==> config.mk <==
export PLATFORM = sky130hd
export DESIGN_NAME = cpm_monitor
export DESIGN_NICKNAME = d
export VERILOG_FILES = /design/src/rtl/cpm_pkg.sv /design/src/rtl/cpm_timer.sv /design/src/rtl/cpm_monitor.sv
export VERILOG_INCLUDE_DIRS = /design/src /design/src/rtl
export SDC_FILE = /design/constraint.sdc
export NUM_CORES = 2
export LEC_CHECK = 0
export BUFFER_PORTS_ARGS = -buffer_cell sky130_fd_sc_hd__clkbuf_2
export CORE_ASPECT_RATIO = 0.7
export CORE_MARGIN = 4
export CORE_UTILIZATION = 50
export CTS_BUF_LIST = sky130_fd_sc_hd__clkbuf_8
export DETAILED_ROUTE_END_ITERATION = 12
export GPL_TIMING_DRIVEN = 0
export PLACE_DENSITY = 0.71
export SLEW_MARGIN = 20
export SYNTH_ARGS = -nofsm -noshare
export SYNTH_HDL_FRONTEND = slang
export SYNTH_SLANG_ARGS = --single-unit
==> constraint.sdc <==
create_clock -name mclk -period 3.9 [get_ports mclk]
set_input_delay 0.78 -clock mclk [delete_from_list [all_inputs] [get_ports mclk]]
set_output_delay 0.78 -clock mclk [all_outputs]
set_load 0.02 [all_outputs]
==> src/rtl/cpm_cfg.svh <==
// constants for the current and power factor monitor: counts, thresholds, reset values
// assumes a 125 MHz mclk and settings already scaled to hundredths by the settings path
`ifndef CPM_CFG_SVH
`define CPM_CFG_SVH

`define CPM_CLK_PERIOD_NS 8
`define CPM_TICK_S 1
`define CPM_NS_PER_S 1000000000
`define CPM_TICK_CYCLES ((`CPM_TICK_S * `CPM_NS_PER_S) / `CPM_CLK_PERIOD_NS)

`define CPM_VOLT_MIN 16'h001e
`define CPM_PF_SCALE 48'sh000000000064

`define CPM_EL_PHASE 0
`define CPM_EL_NEUTRAL 1
`define CPM_EL_PF1 2
`define CPM_EL_PF2 3
`define CPM_NUM_EL 4

`define CPM_RELAY_RST 5'h00
`define CPM_FLAGS_RST 4'h0

`endif

==> src/rtl/cpm_pkg.sv <==
// types for the current and power factor monitor
// assumes measurement and setting words are in hundredths (x CT, x nominal, pf)
package cpm_pkg;

	typedef enum logic [1:0] {
		CPM_DISABLED,
		CPM_ALARM,
		CPM_LATCHED,
		CPM_CONTROL
	} cpm_mode_t;

	// current level element settings; pickup 5..2000 means 0.05..20.00 x CT
	typedef struct packed {
		cpm_mode_t mode;
		logic [4:0] relays;
		logic [15:0] pickup;
		logic [15:0] delay_s;
	} cpm_cur_set_t;

	// power factor element settings; levels -99..100 in hundredths, positive is lagging
	typedef struct packed {
		cpm_mode_t mode;
		logic [4:0] relays;
		logic signed [7:0] pickup;
		logic signed [7:0] dropout;
		logic [15:0] delay_s;
	} cpm_pf_set_t;

	// per phase currents and voltages, per phase real and apparent power
	typedef struct packed {
		logic [15:0] i_a;
		logic [15:0] i_b;
		logic [15:0] i_c;
		logic [15:0] i_n;
		logic [15:0] v_a;
		logic [15:0] v_b;
		logic [15:0] v_c;
		logic signed [31:0] p_a;
		logic signed [31:0] p_b;
		logic signed [31:0] p_c;
		logic [31:0] s_a;
		logic [31:0] s_b;
		logic [31:0] s_c;
	} cpm_meas_t;

endpackage

==> src/rtl/cpm_timer.sv <==
// seconds delay timer for one monitoring element
// assumes tick is a one-cycle pulse once per second from the parent
`timescale 1ns/10ps

module cpm_timer import cpm_pkg::*; #(
	parameter int DLY_W = 16
) (
	input wire logic mclk,
	input wire logic rst_b,
	input wire logic tick,
	input wire logic run,
	input wire logic [DLY_W-1:0] delay_s,
	output logic done
);

	typedef struct packed {
		logic [DLY_W-1:0] cnt;
	} cpm_tmr_t;

	cpm_tmr_t st;
	cpm_tmr_t next_st;

	// the count restarts whenever the condition breaks and after each expiry,
	// so a new phase of the element never inherits elapsed time
	// the shared tick is not aligned to the condition, so a nonzero delay waits one tick past
	// the setting: never short, at most one second long
	assign done = run && ((delay_s == '0) || (st.cnt > delay_s));

	always_comb begin
		next_st = st;
		if (!run || done) begin
			next_st.cnt = '0;
		end else if (tick && (st.cnt != {DLY_W{1'b1}})) begin
			next_st.cnt = st.cnt + 1'b1;
		end
	end

	always_ff @(posedge mclk or negedge rst_b) begin
		if (!rst_b) begin
			st <= '0;
		end else begin
			st <= next_st;
		end
	end

endmodule // cpm_timer

==> src/rtl/cpm_monitor.sv <==
// phase current, neutral current and two power factor monitoring elements
// assumes measurements are synchronous to mclk and settings are held steady by software
//
// Summary of operation
// (RULE_01) Phase current element takes disabled, alarm, latched alarm or control, and does nothing when disabled.
// (RULE_02) Neutral current element takes only disabled, alarm or control; a latched code acts as disabled.
// (RULE_03) Every element carries a mask of aux relays 3 to 7 and drives exactly those while it operates.
// (RULE_04) Current pickups run 0.05 to 20.00 x CT in 0.01 steps and the measured current is compared to them.
// (RULE_05) Every element has a 0 to 60000 s delay in 1 s steps that must run out before its output changes; current elements here drop at once below pickup.
// (RULE_06) Power factor is total three phase real power over total three phase apparent power.
// (RULE_07) There are two independent power factor elements, each with its own full set of settings.
// (RULE_08) Power factor pickup and dropout run -0.99 to 1.00 in 0.01 steps, positive meaning lagging.
// (RULE_09) A power factor element operates once the factor stays below pickup for longer than its delay.
// (RULE_10) An operated power factor element resets once the factor stays above dropout for longer than its delay.
// (RULE_11) Power factor elements are inhibited unless all three voltages exceed 30% and some phase current is nonzero.
// (RULE_12) A power factor timer advances only with all voltages above 30% and the factor beyond the relevant level.
// (RULE_13) Voltage falling below 30% while a power factor timer runs resets the element without operating.
// (RULE_14) Loss of voltage in any state, operated included, returns both power factor elements to reset at once.
// (RULE_15) Latched alarm holds until an explicit reset command, and control mode raises no alarm.
// (RULE_16) A current element operates after its current stays at or above pickup for the delay and drops when below.
`timescale 1ns/10ps

`include "cpm_cfg.svh"

module cpm_monitor import cpm_pkg::*; #(
	parameter int TICK_CYCLES = `CPM_TICK_CYCLES,
	parameter int DLY_W = 16
) (
	input wire logic mclk,
	input wire logic rst_b,
	input wire cpm_meas_t meas,
	input wire cpm_cur_set_t phase_set,
	input wire cpm_cur_set_t neutral_set,
	input wire cpm_pf_set_t pf1_set,
	input wire cpm_pf_set_t pf2_set,
	input wire logic alarm_reset,
	output logic [4:0] relay_out,
	output logic [3:0] alarm,
	output logic [3:0] operated,
	output logic pf_inhibit
);

	typedef struct packed {
		logic [31:0] presc;
		logic tick;
		logic [3:0] op;
		logic [3:0] latch;
		logic [4:0] relay;
		logic [3:0] alarm;
		logic inhibit;
	} cpm_state_t;

	cpm_state_t st;
	cpm_state_t next_st;

	cpm_mode_t mode_a [`CPM_NUM_EL];
	logic [4:0] mask_a [`CPM_NUM_EL];
	logic [DLY_W-1:0] delay_a [`CPM_NUM_EL];
	logic [3:0] run;
	logic [3:0] done;
	logic [3:0] en;
	logic [15:0] i_max;
	logic signed [33:0] p_sum;
	logic [33:0] s_sum;
	logic volt_ok;
	logic cur_ok;
	logic pf_ok;
	logic [1:0] pf_below;
	logic [1:0] pf_above;

	// sign of (pf - level) without a divider: P*100 - level*S, valid since S is never negative
	function automatic logic signed [47:0] pf_diff(
		input logic signed [33:0] p,
		input logic [33:0] s,
		input logic signed [7:0] lvl
	);
		logic signed [47:0] lhs;
		logic signed [47:0] rhs;
		lhs = 48'(p) * `CPM_PF_SCALE;
		rhs = 48'(lvl) * $signed({14'h0000, s});
		return lhs - rhs;
	endfunction

	function automatic logic [15:0] max3(
		input logic [15:0] a,
		input logic [15:0] b,
		input logic [15:0] c
	);
		logic [15:0] m;
		m = (a > b) ? a : b;
		return (m > c) ? m : c;
	endfunction

	// settings gathered per element so the common logic can loop over them
	always_comb begin
		mode_a[`CPM_EL_PHASE] = phase_set.mode; // see RULE_01
		mode_a[`CPM_EL_NEUTRAL] = (neutral_set.mode == CPM_LATCHED) ? CPM_DISABLED : neutral_set.mode; // see RULE_02
		mode_a[`CPM_EL_PF1] = pf1_set.mode; // see RULE_07
		mode_a[`CPM_EL_PF2] = pf2_set.mode;
		mask_a[`CPM_EL_PHASE] = phase_set.relays;
		mask_a[`CPM_EL_NEUTRAL] = neutral_set.relays;
		mask_a[`CPM_EL_PF1] = pf1_set.relays;
		mask_a[`CPM_EL_PF2] = pf2_set.relays;
		delay_a[`CPM_EL_PHASE] = DLY_W'(phase_set.delay_s);
		delay_a[`CPM_EL_NEUTRAL] = DLY_W'(neutral_set.delay_s);
		delay_a[`CPM_EL_PF1] = DLY_W'(pf1_set.delay_s);
		delay_a[`CPM_EL_PF2] = DLY_W'(pf2_set.delay_s);
	end

	always_comb begin
		for (int k = 0; k < `CPM_NUM_EL; k++) begin
			en[k] = (mode_a[k] != CPM_DISABLED);
		end
	end

	// measured quantities and the gates on the power factor elements
	always_comb begin
		i_max = max3(meas.i_a, meas.i_b, meas.i_c);
		p_sum = 34'(meas.p_a) + 34'(meas.p_b) + 34'(meas.p_c); // see RULE_06
		s_sum = 34'(meas.s_a) + 34'(meas.s_b) + 34'(meas.s_c);
		volt_ok = (meas.v_a > `CPM_VOLT_MIN) && (meas.v_b > `CPM_VOLT_MIN) && (meas.v_c > `CPM_VOLT_MIN);
		cur_ok = (meas.i_a != 16'h0000) || (meas.i_b != 16'h0000) || (meas.i_c != 16'h0000);
		pf_ok = volt_ok && cur_ok; // see RULE_11
		// levels are signed hundredths, so numerically lower means more lagging
		pf_below[0] = pf_diff(p_sum, s_sum, pf1_set.pickup) < 48'sh0; // see RULE_08
		pf_below[1] = pf_diff(p_sum, s_sum, pf2_set.pickup) < 48'sh0;
		pf_above[0] = pf_diff(p_sum, s_sum, pf1_set.dropout) > 48'sh0;
		pf_above[1] = pf_diff(p_sum, s_sum, pf2_set.dropout) > 48'sh0;
	end

	// conditions that let each delay timer advance
	always_comb begin
		run[`CPM_EL_PHASE] = en[`CPM_EL_PHASE] && (i_max >= phase_set.pickup); // see RULE_04
		run[`CPM_EL_NEUTRAL] = en[`CPM_EL_NEUTRAL] && (meas.i_n >= neutral_set.pickup); // see RULE_16
		for (int j = 0; j < 2; j++) begin
			// pickup side while reset, dropout side while operated
			run[`CPM_EL_PF1 + j] = en[`CPM_EL_PF1 + j] && pf_ok &&
				(st.op[`CPM_EL_PF1 + j] ? pf_above[j] : pf_below[j]); // see RULE_12
		end
	end

	for (genvar g = 0; g < `CPM_NUM_EL; g++) begin : g_tmr
		cpm_timer #(
			.DLY_W(DLY_W)
		) u_tmr (
			.mclk(mclk),
			.rst_b(rst_b),
			.tick(st.tick),
			.run(run[g]),
			.delay_s(delay_a[g]),
			.done(done[g]) // see RULE_05
		);
	end

	always_comb begin
		next_st = st;
		// shared one second tick; timers with a nonzero delay wait one tick past their setting so no delay is cut short
		if (st.presc >= 32'(TICK_CYCLES - 1)) begin
			next_st.presc = 32'h00000000;
			next_st.tick = 1'b1;
		end else begin
			next_st.presc = st.presc + 32'h00000001;
			next_st.tick = 1'b0;
		end
		// current elements: operate after the full delay, drop as soon as current is below pickup
		for (int k = `CPM_EL_PHASE; k <= `CPM_EL_NEUTRAL; k++) begin
			next_st.op[k] = run[k] && (st.op[k] || done[k]); // see RULE_16
		end
		for (int k = `CPM_EL_PF1; k <= `CPM_EL_PF2; k++) begin
			if (!en[k] || !volt_ok) begin
				next_st.op[k] = 1'b0; // see RULE_13 // see RULE_14
			end else if (done[k]) begin
				// reaching the delay on the pickup side operates, on the dropout side resets
				next_st.op[k] = !st.op[k]; // see RULE_09 // see RULE_10
			end else begin
				next_st.op[k] = st.op[k];
			end
		end
		next_st.relay = `CPM_RELAY_RST;
		for (int k = 0; k < `CPM_NUM_EL; k++) begin
			if (next_st.op[k]) begin
				next_st.relay = next_st.relay | mask_a[k]; // see RULE_03
			end
			// the set wins over a reset command arriving in the same cycle
			next_st.latch[k] = (mode_a[k] == CPM_LATCHED) &&
				(next_st.op[k] || (st.latch[k] && !alarm_reset)); // see RULE_15
			unique case (mode_a[k])
				CPM_ALARM: begin
					next_st.alarm[k] = next_st.op[k];
				end
				CPM_LATCHED: begin
					next_st.alarm[k] = next_st.latch[k];
				end
				CPM_CONTROL, CPM_DISABLED: begin
					next_st.alarm[k] = 1'b0; // see RULE_01
				end
			endcase
		end
		next_st.inhibit = !pf_ok;
	end

	always_ff @(posedge mclk or negedge rst_b) begin
		if (!rst_b) begin
			st.presc <= 32'h00000000;
			st.tick <= 1'b0;
			st.op <= `CPM_FLAGS_RST;
			st.latch <= `CPM_FLAGS_RST;
			st.relay <= `CPM_RELAY_RST;
			st.alarm <= `CPM_FLAGS_RST;
			st.inhibit <= 1'b1;
		end else begin
			st <= next_st;
		end
	end

	assign relay_out = st.relay;
	assign alarm = st.alarm;
	assign operated = st.op;
	assign pf_inhibit = st.inhibit;

endmodule // cpm_monitor

==> results_dict.tcl <==
set metrics [dict create \
    outcome "finished, violations left" \
    violations "negative setup slack" \
    syn_inst 6589 \
    final_core_util_pct 57.5 \
    required_ns 4.28 \
    fillers 10100 \
    drv_cap 0 \
    drtIter0Drc 3423 \
    slowest_stage "fa_1" \
    crit_end "relay_out[0]" \
    die_area_mm2 0.119 \
    numCtsBuffers 17 \
    syn_area_mm2 0.0567 \
    area_delta_synth_final_pct 14.2 \
    reg2regPathDepth 15 \
    final_common_cell "inv_1" \
    critPathMostFrequentCell "fa_1" \
    worstMarginPinSlew_ns 1.05 \
    final_layout_size_suffix_gt1_share_pct 14.4 \
    synth_seq_cells 114 \
    synth-warning-count 0 \
    final_cell_mix "1,313 x inv_1, 1,005 x fa_1, 670 x ha_1" \
    cts_buffer_depth 2 \
    path_clk_slew_ns 0.08 \
    setup_viol_count_final 62 \
    grt_usage_pct 30.2 \
    synthFlopType "dfrtp_1" \
    route.detailed.drc 0 \
    synth_seq_area_share_pct 5.03 \
    r2r-start "g_tmr[3].u_tmr.st[1]" \
    die_w_um 410 \
    grt_pass1_wl_um 278000 \
    avgViaCountPerCell 5.47 \
    grt_pass1_vias 48600 \
    crit_path_max_fanout 7 \
    yosysTopAreaCellShare_pct 35.7 \
    avgSynthCellArea_um2 8.60 \
    hp-class "input port to asynchronous set/reset pin" \
    antenna_left 0 \
    end_kind "register" \
    drv_slew 0 \
    min_period_over_period_pct 278 \
    critPathLaunchType "input port" \
    r2r_end "relay_out[4]" \
    gp_congestion 0.969 \
    root_buffer "clkbuf_8" \
    finalHoldViolCount 0 \
    max_freq_ghz 0.0923 \
    ys_types 96 \
    period_needed_ns 10.83 \
    gr-total-overflow 0 \
    rsz0062_at_grt "true" \
    dpl.hpwl_um 156000 \
    final_nets 9384 \
    grt_max_degree 61 \
    synth-edff-count 0 \
    die_h_um 290 \
    synth_area_leader_cell "fa_1" \
    clk_latency_ns 0.47 \
    whs_ns 0.264 \
    firstDrtPassIters 6 \
    r2r_setup_slack_ns 0.20 \
    ios 477 \
    crit_path_start "meas[71]" \
    clock_sinks 114 \
    tritoncts "done" \
    portBuffers 469 \
    finClkSkew_ns 0.0132 \
    core_mm2 0.113 \
    slew_headroom_pct 29.7 \
    crit_type "input port to register" \
    wl_per_cell_um 20.6 \
    wl_um 180000 \
    synthArstFlopShare_pct 100 \
    std_cell_rows 103 \
    htreeDepth 4 \
    worst_slack_ns -6.93 \
    antenna_found_initial 16 \
    slowest_delay_ns 0.57 \
    cp.arrival_ns 11.22 \
    synth_area_leaders "fa_1 36%, ha_1 16%, inv_1 8.8%" \
    initial_core_util_pct 50.3 \
    via_count 47800 \
]
-- state kept, by name, summed over array words and instances, names as in the netlist --
signal,flops
alarm,4
g_tmr.u_tmr.st,64
operated,4
pf_inhibit,1
relay_out,5
st,36
-- through the flow --
stage               std cells  area, µm²  setup TNS (ns)  setup WS (ns)
finish                   8741      64800         -343.79          -6.93
global route             8734      64700         -366.52          -7.34
CTS                      8712      64400         -339.27          -6.87
detailed placement       8592      61800         -490.85         -10.16
global placement         8584      61500         -489.38         -10.15
floorplan                6593      57200         -294.11          -5.78
-- cells by family after synthesis --
logic type	count (synthesis)	share of synthesized area (%)
AOI/OAI and AO/OA	823	9.69
and+or+nand+nor	2037	18.4
buffers and inverters	1613	10.9
DFF	114	5.03
adders and majority gates	1723	51.4
xor gates and xnor gates	221	3.43
other	1	0.00662
muxes	57	1.09
-- per-layer routing --
| layer | track usage [%] | wire length [µm] |
|---|---|---|
| met3 | 10.8 | 21600 |
| met4 | 6.52 | 4870 |
| met1 | 42.9 | 78100 |
| met5 | 0.601 | 173 |
| met2 | 44.4 | 75400 |
-- cells in the mapped netlist (all sizes together) (32+ instances only) --
library cell	number
nor3	69
buf	32
clkbuf	257
o21a	54
a21o	143
o21ai	140
ha	712
xnor2	131
nand4	96
nor2b	92
nor2	391
xor2	90
nor4	59
inv	1323
nand2b	50
and2	581
nand3	79
nand2	496
dfrtp	113
a21oi	222
mux2	34
fa	1011
and3	54
-- critical path: cells and delay by family --
family          cells  cell delay [ns]
compound gates     12             2.83
xor+xnor            1             0.21
fa+ha+maj           8             3.53
buf+inv             6             0.75
simple gates       11             3.07
-- layout make-up --
class	count	area (µm²)	share of cell area, %
multi-input combinational	4866	49600	76.5
inverter	1323	4970	7.68
timing repair buffer	596	3600	5.57
sequential	114	2850	4.41
tap	1522	1900	2.94
buffer	280	1420	2.19
clock buffer	18	248	0.383
clock inverter	14	179	0.276
antenna	8	20.0	0.0309
-- repair_timing --
item,in CTS,in global routing
pin swaps,84,38
gates cloned,3,0
hold buffers,0,0
setup buffers,94,24
setup endpoints to repair,62,62
gates resized for setup,270,64
-- how the worst min path moves through the flow --
stage               depth (start not counted)  slack [ns]               endpoint   start
detailed placement                          2        0.50                 st[45]  st[45]
global placement                            1        0.48                 st[19]  st[19]
floorplan                                   1        0.45                 st[19]  st[19]
global route                                1        0.28  g_tmr[3].u_tmr.st[14]   rst_b
CTS                                         1        0.28  g_tmr[3].u_tmr.st[14]   rst_b
finish                                      1        0.26  g_tmr[3].u_tmr.st[14]   rst_b
Power is not shown: default switching activity piles up to over one toggle a cycle in this logic, so the estimate is an artifact.
